### config.mk
export PLATFORM = sky130hd
export DESIGN_NAME = rxs_stats
export DESIGN_NICKNAME = d
export VERILOG_FILES = /design/src/hw/rxs_pkg.sv /design/src/hw/rxs_stats.sv /design/src/hw/rxs_counter.sv /design/src/hw/rxs_classify.sv
export SDC_FILE = /design/constraint.sdc
export NUM_CORES = 1
export LEC_CHECK = 0
export ABC_AREA = 1
export CAP_MARGIN = 25
export CORE_MARGIN = 1
export CORE_UTILIZATION = 55
export CTS_BUF_LIST = sky130_fd_sc_hd__clkbuf_8 sky130_fd_sc_hd__clkbuf_16
export CTS_CLUSTER_DIAMETER = 60
export DETAILED_ROUTE_END_ITERATION = 10
export DONT_BUFFER_PORTS = 1
export PLACE_DENSITY_LB_ADDON = 0.12
export SKIP_CTS_REPAIR_TIMING = 1
export SYNTH_ARGS = -nofsm -noshare
export SYNTH_HDL_FRONTEND = slang
export SYNTH_SLANG_ARGS = --single-unit
### constraint.sdc
create_clock -name CLOCK_I -period 3.3 [get_ports CLOCK_I]
set_clock_uncertainty 0.1 [all_clocks]
set_input_delay 0.495 -clock CLOCK_I [delete_from_list [all_inputs] [get_ports CLOCK_I]]
set_output_delay 0.495 -clock CLOCK_I [all_outputs]
set_load 0.005 [all_outputs]
### src/hw/rxs_pkg.sv
// Constants and types for the receive statistics counters.
// Assumes a single 100 MHz clock and synchronous active-high reset.
package rxs_pkg;
   localparam int unsigned NUM_CNT   = 14;
   localparam int unsigned CW_SMALL  = 20;
   localparam int unsigned CW_BYTE   = 32;
   localparam int unsigned LEN_W     = 14;
   localparam logic [15:0] VLAN_TPID = 16'h8100;
   localparam logic [LEN_W-1:0] ONE_TAG_BYTES = 14'h0004;
   localparam logic [LEN_W-1:0] TWO_TAG_BYTES = 14'h0008;
   localparam logic [LEN_W-1:0] FCS_BYTES     = 14'h0004;
   localparam logic [LEN_W-1:0] LEN_64   = 14'h0040;
   localparam logic [LEN_W-1:0] LEN_65   = 14'h0041;
   localparam logic [LEN_W-1:0] LEN_127  = 14'h007f;
   localparam logic [LEN_W-1:0] LEN_128  = 14'h0080;
   localparam logic [LEN_W-1:0] LEN_255  = 14'h00ff;
   localparam logic [LEN_W-1:0] LEN_256  = 14'h0100;
   localparam logic [LEN_W-1:0] LEN_511  = 14'h01ff;
   // Counter indices, in snapshot order
   localparam int unsigned IX_OVERSIZE = 0;
   localparam int unsigned IX_DROPPED  = 1;
   localparam int unsigned IX_UC_BYTES = 2;
   localparam int unsigned IX_BC_BYTES = 3;
   localparam int unsigned IX_MC_BYTES = 4;
   localparam int unsigned IX_UC_FRM   = 5;
   localparam int unsigned IX_BC_FRM   = 6;
   localparam int unsigned IX_MC_FRM   = 7;
   localparam int unsigned IX_PAUSE    = 8;
   localparam int unsigned IX_BIN64    = 9;
   localparam int unsigned IX_BIN127   = 10;
   localparam int unsigned IX_BIN255   = 11;
   localparam int unsigned IX_BIN511   = 12;
   localparam int unsigned IX_SPARE    = 13;
   localparam logic [CW_BYTE-1:0] ZERO_WORD = 32'h0000_0000;
   localparam logic [CW_BYTE-1:0] ONE_WORD  = 32'h0000_0001;
endpackage : rxs_pkg

### src/hw/rxs_stats.sv
// Top of the receive statistics counters with snapshot port.
// Assumes status arrives from receive path, filter and FIFO controller.
`timescale 1ns/1ps
module rxs_stats
   import rxs_pkg::*;
(
   input  wire logic                 CLOCK_I,
   input  wire logic                 RST_I,
   input  wire logic                 LITE_RESET_I,
   input  wire logic                 FRAME_END_I,
   input  wire logic [LEN_W-1:0]     FRAME_LEN_I,
   input  wire logic                 EXTRA_BITS_I,
   input  wire logic                 ETH_ERROR_I,
   input  wire logic [15:0]          TYPE_FIELD_I,
   input  wire logic [15:0]          INNER_TYPE_I,
   input  wire logic                 IS_UNICAST_I,
   input  wire logic                 IS_BROADCAST_I,
   input  wire logic                 IS_MULTICAST_I,
   input  wire logic                 IS_PAUSE_I,
   input  wire logic                 FILTER_PASS_I,
   input  wire logic                 FIFO_DROP_I,
   input  wire logic [LEN_W-1:0]     MAX_SIZE_I,
   input  wire logic                 VLAN_SIZE_ENFORCE_I,
   input  wire logic [15:0]          CUSTOM_TAG_ETHERTYPE_I,
   input  wire logic                 VLAN_STRIP_I,
   input  wire logic                 FCS_STRIP_I,
   input  wire logic                 FORWARD_PAUSE_SETTING_I,
   input  wire logic                 ACCEPT_BROADCAST_SETTING_I,
   input  wire logic                 STORE_BAD_FRAMES_I,
   input  wire logic                 SNAP_REQ_I,
   input  wire logic [3:0]           SNAP_SEL_I,
   output logic                      SNAP_VALID_O,
   output logic      [CW_BYTE-1:0]   SNAP_DATA_O
);
   typedef struct packed {
      logic [NUM_CNT-1:0][CW_BYTE-1:0] snap;
      logic                            valid;
      logic [CW_BYTE-1:0]              data;
   } rxs_top_state_type;

   rxs_top_state_type state_q;
   rxs_top_state_type state_d;

   logic                            any_rst;
   logic [NUM_CNT-1:0]              inc;
   logic [CW_BYTE-1:0]              bytes;
   logic [NUM_CNT-1:0][CW_BYTE-1:0] live;

   assign any_rst = RST_I || LITE_RESET_I;

   rxs_classify u_classify (
      .clk_i                      (CLOCK_I),
      .rst_i                      (any_rst),
      .frame_end_i                (FRAME_END_I),
      .frame_len_i                (FRAME_LEN_I),
      .extra_bits_i               (EXTRA_BITS_I),
      .eth_error_i                (ETH_ERROR_I),
      .type_field_i               (TYPE_FIELD_I),
      .inner_type_i               (INNER_TYPE_I),
      .is_unicast_i               (IS_UNICAST_I),
      .is_broadcast_i             (IS_BROADCAST_I),
      .is_multicast_i             (IS_MULTICAST_I),
      .is_pause_i                 (IS_PAUSE_I),
      .filter_pass_i              (FILTER_PASS_I),
      .fifo_drop_i                (FIFO_DROP_I),
      .max_size_i                 (MAX_SIZE_I),
      .vlan_size_enforce_i        (VLAN_SIZE_ENFORCE_I),
      .custom_tag_ethertype_i     (CUSTOM_TAG_ETHERTYPE_I),
      .vlan_strip_i               (VLAN_STRIP_I),
      .fcs_strip_i                (FCS_STRIP_I),
      .forward_pause_setting_i    (FORWARD_PAUSE_SETTING_I),
      .accept_broadcast_setting_i (ACCEPT_BROADCAST_SETTING_I),
      .store_bad_frames_i         (STORE_BAD_FRAMES_I),
      .inc_o                      (inc),
      .bytes_o                    (bytes)
   );

   genvar gi;
   generate
      for (gi = 0; gi < NUM_CNT; gi++) begin : g_cnt
         if ((gi == IX_UC_BYTES) || (gi == IX_BC_BYTES) || (gi == IX_MC_BYTES)) begin : g_byte
            rxs_counter #(.WIDTH(CW_BYTE)) u_cnt (
               .clk_i     (CLOCK_I),
               .rst_i     (any_rst),
               .add_en_i  (inc[gi]),
               .add_val_i (bytes),
               .count_o   (live[gi])
            );
         end else begin : g_frame
            logic [CW_SMALL-1:0] cnt;
            rxs_counter #(.WIDTH(CW_SMALL)) u_cnt (
               .clk_i     (CLOCK_I),
               .rst_i     (any_rst),
               .add_en_i  (inc[gi]),
               .add_val_i (ONE_WORD),
               .count_o   (cnt)
            );
            assign live[gi] = {{(CW_BYTE-CW_SMALL){1'b0}}, cnt};
         end
      end
   endgenerate

   always_comb begin
      state_d       = state_q;
      state_d.valid = 1'b0;
      if (SNAP_REQ_I) begin
         state_d.snap  = live; // All counters caught in one cycle
         state_d.valid = 1'b1;
      end
      // Selections past the last counter read zero, also on a request cycle
      if (SNAP_SEL_I >= 4'(NUM_CNT)) begin
         state_d.data = ZERO_WORD;
      end else if (SNAP_REQ_I) begin
         state_d.data = live[SNAP_SEL_I];
      end else begin
         state_d.data = state_q.snap[SNAP_SEL_I];
      end
   end

   always_ff @(posedge CLOCK_I) begin
      if (any_rst) begin
         state_q <= '0;
      end else begin
         state_q <= state_d;
      end
   end

   assign SNAP_VALID_O = state_q.valid;
   assign SNAP_DATA_O  = state_q.data;
endmodule : rxs_stats

### src/hw/rxs_counter.sv
// One wrapping statistics counter with an add input.
// Assumes the increment is presented for exactly one cycle per frame.
`timescale 1ns/1ps
module rxs_counter
   import rxs_pkg::*;
#(
   parameter int unsigned WIDTH = CW_SMALL
)(
   input  wire logic                 clk_i,
   input  wire logic                 rst_i,
   input  wire logic                 add_en_i,
   input  wire logic [CW_BYTE-1:0]   add_val_i,
   output logic      [WIDTH-1:0]     count_o
);
   typedef struct packed {
      logic [WIDTH-1:0] count;
   } rxs_cnt_state_type;

   rxs_cnt_state_type state_q;
   rxs_cnt_state_type state_d;

   always_comb begin
      state_d = state_q;
      if (add_en_i) begin
         state_d.count = state_q.count + add_val_i[WIDTH-1:0]; // Wraps
      end
   end

   always_ff @(posedge clk_i) begin
      if (rst_i) begin
         state_q <= '0;
      end else begin
         state_q <= state_d;
      end
   end

   assign count_o = state_q.count;
endmodule : rxs_counter

### src/hw/rxs_classify.sv
// Turns final frame status into per-counter increments, registered.
// Assumes status inputs are stable in the end-of-frame cycle.
`timescale 1ns/1ps
module rxs_classify
   import rxs_pkg::*;
(
   input  wire logic                 clk_i,
   input  wire logic                 rst_i,
   input  wire logic                 frame_end_i,
   input  wire logic [LEN_W-1:0]     frame_len_i,
   input  wire logic                 extra_bits_i,
   input  wire logic                 eth_error_i,
   input  wire logic [15:0]          type_field_i,
   input  wire logic [15:0]          inner_type_i,
   input  wire logic                 is_unicast_i,
   input  wire logic                 is_broadcast_i,
   input  wire logic                 is_multicast_i,
   input  wire logic                 is_pause_i,
   input  wire logic                 filter_pass_i,
   input  wire logic                 fifo_drop_i,
   input  wire logic [LEN_W-1:0]     max_size_i,
   input  wire logic                 vlan_size_enforce_i,
   input  wire logic [15:0]          custom_tag_ethertype_i,
   input  wire logic                 vlan_strip_i,
   input  wire logic                 fcs_strip_i,
   input  wire logic                 forward_pause_setting_i,
   input  wire logic                 accept_broadcast_setting_i,
   input  wire logic                 store_bad_frames_i,
   output logic      [NUM_CNT-1:0]   inc_o,
   output logic      [CW_BYTE-1:0]   bytes_o
);
   typedef struct packed {
      logic [NUM_CNT-1:0] inc;
      logic [CW_BYTE-1:0] bytes;
   } rxs_cls_state_type;

   rxs_cls_state_type state_q;
   rxs_cls_state_type state_d;

   logic             tag1;
   logic             tag2;
   logic [LEN_W-1:0] limit;
   logic [LEN_W-1:0] tag_bytes;
   logic [LEN_W-1:0] adj_len;
   logic             oversize;
   logic             good;
   logic             pause_held;
   logic             kept;
   logic             kept_bins;

   always_comb begin
      tag1 = (type_field_i == VLAN_TPID) || (type_field_i == custom_tag_ethertype_i);
      tag2 = tag1 && ((inner_type_i == VLAN_TPID) || (inner_type_i == custom_tag_ethertype_i));
      limit = max_size_i;
      if (vlan_size_enforce_i && tag2) begin
         limit = max_size_i + TWO_TAG_BYTES;
      end else if (vlan_size_enforce_i && tag1) begin
         limit = max_size_i + ONE_TAG_BYTES;
      end
      // Length counts whole bytes only, so trailing bits never tip it over
      oversize   = (frame_len_i > limit) && !eth_error_i;
      good       = !eth_error_i && !oversize;
      pause_held = is_pause_i && !forward_pause_setting_i;
      kept       = filter_pass_i && !pause_held && !fifo_drop_i;
      kept_bins  = filter_pass_i && !fifo_drop_i;
      tag_bytes  = tag2 ? TWO_TAG_BYTES : (tag1 ? ONE_TAG_BYTES : '0);
      adj_len    = frame_len_i;
      if (vlan_strip_i) begin
         adj_len = adj_len - tag_bytes;
      end
      if (fcs_strip_i) begin
         adj_len = adj_len - FCS_BYTES;
      end
      state_d       = '0;
      state_d.bytes = {{(CW_BYTE-LEN_W){1'b0}}, adj_len};
      if (frame_end_i) begin
         state_d.inc[IX_OVERSIZE] = oversize;
         state_d.inc[IX_DROPPED]  = fifo_drop_i && (!eth_error_i || store_bad_frames_i);
         // Same enable drives frame and byte counters of a class
         state_d.inc[IX_UC_FRM]   = good && kept && is_unicast_i;
         state_d.inc[IX_UC_BYTES] = good && kept && is_unicast_i;
         state_d.inc[IX_MC_FRM]   = good && kept && is_multicast_i;
         state_d.inc[IX_MC_BYTES] = good && kept && is_multicast_i;
         state_d.inc[IX_BC_FRM]   = good && is_broadcast_i && accept_broadcast_setting_i && !fifo_drop_i;
         state_d.inc[IX_BC_BYTES] = good && is_broadcast_i && accept_broadcast_setting_i && !fifo_drop_i;
         state_d.inc[IX_PAUSE]    = good && is_pause_i;
         state_d.inc[IX_BIN64]    = good && kept && (frame_len_i == LEN_64);
         state_d.inc[IX_BIN127]   = good && kept_bins && (frame_len_i >= LEN_65) && (frame_len_i <= LEN_127);
         state_d.inc[IX_BIN255]   = good && kept_bins && (frame_len_i >= LEN_128) && (frame_len_i <= LEN_255);
         state_d.inc[IX_BIN511]   = good && kept_bins && (frame_len_i >= LEN_256) && (frame_len_i <= LEN_511);
      end
   end

   always_ff @(posedge clk_i) begin
      if (rst_i) begin
         state_q <= '0;
      end else begin
         state_q <= state_d;
      end
   end

   assign inc_o   = state_q.inc;
   assign bytes_o = state_q.bytes;
endmodule : rxs_classify

# Yosys cells after proc, flatten, opt, wreduce, memory -nomap -nowiden

Index checks and enable logic that the tools add are counted.

Register bits: 711
Bits of input ports: 99
Output and inout port bits: 33
Word-level logic and storage cells: 115

Add/sub/neg operators: 18
Order comparisons: 9
Eq/ne operators: 5
Muxes and demuxes: 12
Bitwise operators: 1
Reductions and logical operators: 36

Operators with widths:

| cell                                                                                  | number |
|---|---|
| 32-bit binary-select mux with 4-bit select                                            | 2 |
| 20-bit by 1-bit adder with 20-bit output (second input constant)                      | 11 |
| 32-bit adder                                                                          | 3 |
| 32-bit two-way mux                                                                    | 3 |
| 14-bit two-way mux                                                                    | 5 |
| 16-bit equality test                                                                  | 2 |
| 16-bit equality test (second input constant)                                          | 2 |
| 1-bit logical AND                                                                     | 25 |
| 14-bit by 3-bit adder with 14-bit output (second input constant)                      | 1 |
| 14-bit by 4-bit adder with 14-bit output (second input constant)                      | 1 |
| 14-bit by 7-bit equality test with 1-bit output (second input constant)               | 1 |
| 14-bit by 7-bit greater-or-equal comparator with 1-bit output (second input constant) | 1 |
| 14-bit by 8-bit greater-or-equal comparator with 1-bit output (second input constant) | 1 |
| 14-bit by 9-bit greater-or-equal comparator with 1-bit output (second input constant) | 1 |
| 14-bit > comparator                                                                   | 1 |
| 14-bit by 7-bit less-or-equal comparator with 1-bit output (second input constant)    | 1 |
| 14-bit by 8-bit less-or-equal comparator with 1-bit output (second input constant)    | 1 |
| 14-bit by 9-bit less-or-equal comparator with 1-bit output (second input constant)    | 1 |
| 14-bit subtractor                                                                     | 1 |
| 14-bit by 3-bit subtractor with 14-bit output (second input constant)                 | 1 |
| 1-bit zero test                                                                       | 5 |
| 4-bit by 5-bit < comparator with 1-bit output (second input constant)                 | 1 |
| 4-bit greater-or-equal comparator (second input constant)                             | 1 |
| 1-bit logical OR                                                                      | 4 |
| other kinds (4)                                                                       | 5 |

# Logic depth before layout (Yosys ltp)

Depth after elaboration: 12
Mapped depth: 22
Gate-level depth less buffers: 22

# Cells and area by module

A second synthesis with hierarchy kept.

Cell total of the unflattened synthesis: 9083
Area total of the unflattened synthesis: 53805.4 sq um

Modules (own cells, without submodules):

| module                                    | times used | cells an instance | area each (sq um) | sequential area each (sq um) |
|---|---|---|---|---|
| rxs_stats                                 | 1          | 2898              | 18325.1           | 6986.7 |
| rxs_counter at g_cnt[0].g_frame.u_cnt ... | 7          | 330               | 1949.4            | 400.4 |
| rxs_counter at g_cnt[2].g_byte.u_cnt ...  | 3          | 677               | 3594.7            | 640.6 |
| rxs_counter at g_cnt[6].g_frame.u_cnt ... | 4          | 330               | 1964.4            | 400.4 |
| rxs_classify                              | 1          | 524               | 3193.1            | 480.5 |

# Least setup slack after synthesis

OpenSTA, ideal clock, no wires.

Path type: input to register
Start: input port TYPE_FIELD_I[0]
End: register u_classify.state_q (netlist bit u_classify.bytes_o[12])
Setup time: 64 ps
Arrival time: 2975 ps
Data required time: 3136 ps
Path slack: 161 ps
Cell stages on the path: 17
Path buffers: 0
Path through: or2_1 nor3_1 nand4_1 a21oi_1 ha_1 inv_1 fa_1 o21ai_2 ha_1 nand4_1 nor2_2 nand2_2 nor2_4 nand2_2 nor2_2 nor2_1 nor2_1

Cells in the longest elaborated chain, start to end: 8
Elaborated cells on any way between the ends: 10
Classes of those cells: add/sub (2); eq/ne (2); mux (4); reduce/logical (2)

Ends and longest elaborated chain:

| item                                                          | RTL line                               | source |
|---|---|---|
| from (decl)                                                   | rxs_stats.sv:14                        | `input wire logic [15:0] TYPE_FIELD_I,` |
| 16-bit equality test                                          | rxs_classify.sv:52                     | `tag1 = (type_field_i == VLAN_TPID) \|\| (type_field_i == custom_tag_ethertype_i);` |
| 1-bit logical OR *                                            | rxs_classify.sv:52                     |  |
| 3-bit two-way mux / 1-bit logical AND (equally long branches) | rxs_classify.sv:66, rxs_classify.sv:53 |  |
| 14-bit two-way mux *                                          | rxs_classify.sv:66                     | `tag_bytes = tag2 ? TWO_TAG_BYTES : (tag1 ? ONE_TAG_BYTES : '0);` |
| 14-bit subtractor *                                           | rxs_classify.sv:69                     | `adj_len = adj_len - tag_bytes;` |
| 14-bit two-way mux *                                          | rxs_classify.sv:68                     | `if (vlan_strip_i) begin` |
| 14-bit by 3-bit subtractor with 14-bit output                 | rxs_classify.sv:72                     | `adj_len = adj_len - FCS_BYTES;` |
| 14-bit two-way mux *                                          | rxs_classify.sv:71                     | `if (fcs_strip_i) begin` |
| to (signal assigned)                                          | rxs_classify.sv:98                     | `state_q <= state_d;` |
| to (decl)                                                     | rxs_classify.sv:37                     | `rxs_cls_state_type state_q;` |

Every way passes the cells marked *; elsewhere a longest branch is shown, timed or not.
A chain may end at the register's enable or synchronous reset.

# Worst setup path after layout

Ends and elaborated chain as after synthesis.

==> results.cfg <==
[routing]
wl_per_cell_um = 19.2
vias = 33600
drt_iter0_markers = 3547
drt_drc_violations_left = 0
ant_nets = 0
routed_wl_mm = 112
viasPerCell = 5.77
first_pass_iters = 7

[final_layout]
nets = 5105
diodes = 0
layout_common_cells = nand2_1 (928), a21oi_1 (678), dfxtp_1 (649), o21ai_0 (553), inv_1 (520)
syn_to_final_growth_pct = 7.87
fin_area_um2 = 37100
final_layout_size_suffix_gt1_frac = 0.0473
final_common_cell = nand2_1

[setup_path]
rr_startpoint = u_classify.bytes_o[0]
r2r_end = g_cnt[3].g_byte.u_cnt.count_o[30]
cp-startpoint = TYPE_FIELD_I[0]
arrival_ns = 3.12
worstPathRequired_ns = 3.75
cp-endpoint = u_classify.bytes_o[12]
max_stage_delay_ns = 0.44
critPathMaxFanout = 3
crit_path_cell_trace = or2_1, nor3_1, nand4_1, a21oi_1, ha_1, inv_1, fa_1, o21ai_2, ha_1, nand4_1, nor2_2, nand2_2, nor2_4, nand2_2, nor2_2, nor2_1, nor2_1
r2r_slack_ns = 0.64
cp.depth = 17
start_kind = input port
cp_slowest_cell = fa_1
reg2reg_depth = 12
end_kind = flip-flop
critical_path_class = in2reg
crit_family = simple AND/OR/NAND/NOR gates
crit_buf_inv = 1

[clock_network]
clock_latency_ns = 0.62
clk_pin_slew_ns = 0.06
cts-root-buf = clkbuf_16
cts.sinks = 649
clock_path_buffers = 3
h-tree-depth = 3
cts_tree = done
cts_buffers = 73

[power_and_ir_drop]
p_leak_nw = 13.6
seq_power_share = 0.467
vdd_drop_max_v = 0.000380
clkPwrFrac = 0.469
combinationalPowerShare = 0.065
p_switching_mw = 4.21
cellPowerDensity_nw_per_um2 = 463
swShare = 0.245
p_int_mw = 13.0

[die]
die-height_um = 252
std_cell_rows = 91
fp.dieW_um = 252
pin_count = 132
core_um2 = 61700
initial_utilization = 0.557
die_area_um2 = 63500

[min_path]
hp-class = in2reg

[global_routing]
grt_pass1_vias = 30700
grt_pass1_wl_mm = 170
overflow = 0
grt_max_degree = 563
grtUsageTotal = 0.340
antenna_found_initial = 0

[synthesis]
synth.area.mux_share = 0.00466
synth_area_leaders = dfxtp_1 (38%), nand2_1 (10%), a21oi_1 (9.9%), o21ai_0 (8.1%), inv_1 (5.5%)
ys.flop_type = dfxtp_1
synth_compound_area_frac = 0.207
post_synth_num_cell_types = 54
synth_edf_count = 0
syn-num-nets = 5253
yosysWarnings = 0
syn_area_per_cell_um2 = 6.77
synth-xor-area-share = 0.0250
synth_top_family_by_area = simple AND/OR/NAND/NOR gates
yosysSeqAreaShare = 0.378
ys_ff_latch = 649
synth_fa_ha_area_frac = 0.0282
post_synth_and_or_nand_nor_area_fraction = 0.260
synth_top_area_frac = 0.378
netlist_area_um2 = 34400
synth_cells = 5079
async_flop_share = 0
synth_top_area_cell = dfxtp_1

[sta]
post-route-period-util = 0.809
clock.fmax_mhz = 374
fin_setup_tns_ns = 0
max-slew-margin-rel = 0.204
fin_crit_ns = 2.67
setup_viol = 0
hold_slack_ns = -0.0124
hold_viol_final = 1
tightest_slew_ns = 1.19
maxSlewViolCount = 0
rsz0062_at_grt = no

[placement]
gp_congestion = 0.983
dpl-instance-area_um2 = 34500
port_buffers = 0
hpwl_mm = 76.2

[run_status]
violations = hold timing
status = complete, but fails checks

[run]
maxCapViolCount = 0
## worst min path at each step
stage	from	depth (start not counted)	slack (ns)	end
floorplan	state_q[243]	2	0.33	state_q[243]
global placement	state_q[436]	2	0.34	state_q[436]
detailed placement	state_q[243]	2	0.35	state_q[243]
CTS	ETH_ERROR_I	1	-0.16	u_classify.inc_o[0]
global route	SNAP_REQ_I	1	-0.005	state_q[44]
finish	SNAP_SEL_I[3]	2	-0.01	SNAP_DATA_O[18]
## power by group through the flow
| stage | clock network (mW) | logic [mW] | registers, mW |
|---|---|---|---|
| after CTS | 8.10 | 1.03 | 8.01 |
| after global routing | 8.44 | 1.22 | 8.02 |
| final | 8.04 | 1.12 | 8.01 |
| after global placement | 0 | 1.02 | 8.18 |
| after floorplan | 0 | 0.912 | 8.15 |
| after detailed placement | 0 | 1.02 | 8.18 |
## worst register-to-register path, cell delays in order (launching register included)
cell and delay [ns]:
dfxtp_1 0.43, ha_1 0.22, inv_1 0.08, fa_1 0.43, o21ai_2 0.22, nand2_1 0.07
nand2_1 0.13, nand2_1 0.08, nand2_1 0.26, nand3_1 0.23, o21ai_0 0.20, nand2_1 0.07
nor2_1 0.08
## per-layer routing
| metal | GRT usage | part of all wire | up-vias | wire length [µm] |
|---|---|---|---|---|
| met5 | 0 | 0 | - | 0 |
| met4 | 0.163 | 0.050 | 0 | 5590 |
| met3 | 0.0474 | 0.065 | 269 | 7280 |
| met2 | 0.565 | 0.46 | 1238 | 51600 |
| met1 | 0.433 | 0.42 | 15500 | 47200 |
| li1 | - | - | 16600 | - |
## state kept, by name, summed over array words and instances (netlist names)
| name | count |
|---|---|
| state_q | 296 |
| g_cnt.g_frame.u_cnt.count_o | 200 |
| g_cnt.g_byte.u_cnt.count_o | 96 |
| SNAP_DATA_O | 32 |
| u_classify.bytes_o | 14 |
| u_classify.inc_o | 10 |
| SNAP_VALID_O | 1 |
## cells in the mapped netlist, types with 4 or more instances
library cell,number
a211oi_1,4
a21boi_0,4
a21o_1,5
a21oi_1,678
a31oi_1,8
buf_1,11
buf_2,114
buf_4,43
clkbuf_1,124
clkbuf_2,4
dfxtp_1,649
fa_1,4
ha_1,71
inv_1,500
inv_2,5
mux2i_1,16
nand2_1,928
nand2_2,9
nand3_1,352
nand3_2,6
nand3b_1,6
nand4_1,52
nor2_1,491
nor2_2,13
nor2_4,7
nor3_1,142
nor3_2,9
nor3b_1,9
nor4_1,23
nor4_2,5
o211ai_1,18
o21a_1,13
o21ai_0,554
o21ai_1,6
o21ai_2,5
o21bai_1,5
o221ai_1,9
o22ai_1,47
o31ai_1,5
or2_2,6
xnor2_1,18
xor2_1,80
## final cells by class
| cell class | count | area [µm²] |
|---|---|---|
| well taps | 837 | 1050 |
| repair buffers | 76 | 741 |
| clock inverters | 46 | 354 |
| inverters | 509 | 1930 |
| flip-flops and latches | 649 | 13000 |
| multi-input cells | 3622 | 18000 |
| clock buffers | 84 | 2000 |
| fillers | 6043 | 24600 |
## through the flow
step | utilization | worst slack [ns] | std cells | hold slack (ns) | power, mW
2_1_floorplan | - | 0.161 | 5079 | 0.329 | 9.06
3_3_place_gp | 0.559 | 0.0419 | 5672 | 0.339 | 9.19
3_5_place_dp | 0.559 | 0.0186 | 5672 | 0.348 | 9.20
4_1_cts | 0.597 | 0.631 | 5802 | -0.158 | 17.1
5_1_grt | 0.601 | 0.300 | 5823 | -0.00491 | 17.7
6_report | 0.601 | 0.629 | 5823 | -0.0124 | 17.2
## kinds of logic (layout without fill, tap and decap cells)
family                     count (synthesis)  count (layout)
adders and majority gates                 75              75
xor gates and xnor gates                  98              98
muxes                                     16              16
AOI/OAI and AO/OA                       1365            1365
buffers and inverters                    808             715
DFF                                      649             649
and+or+nand+nor                         2068            2068
(Power assumes the default switching activity.)
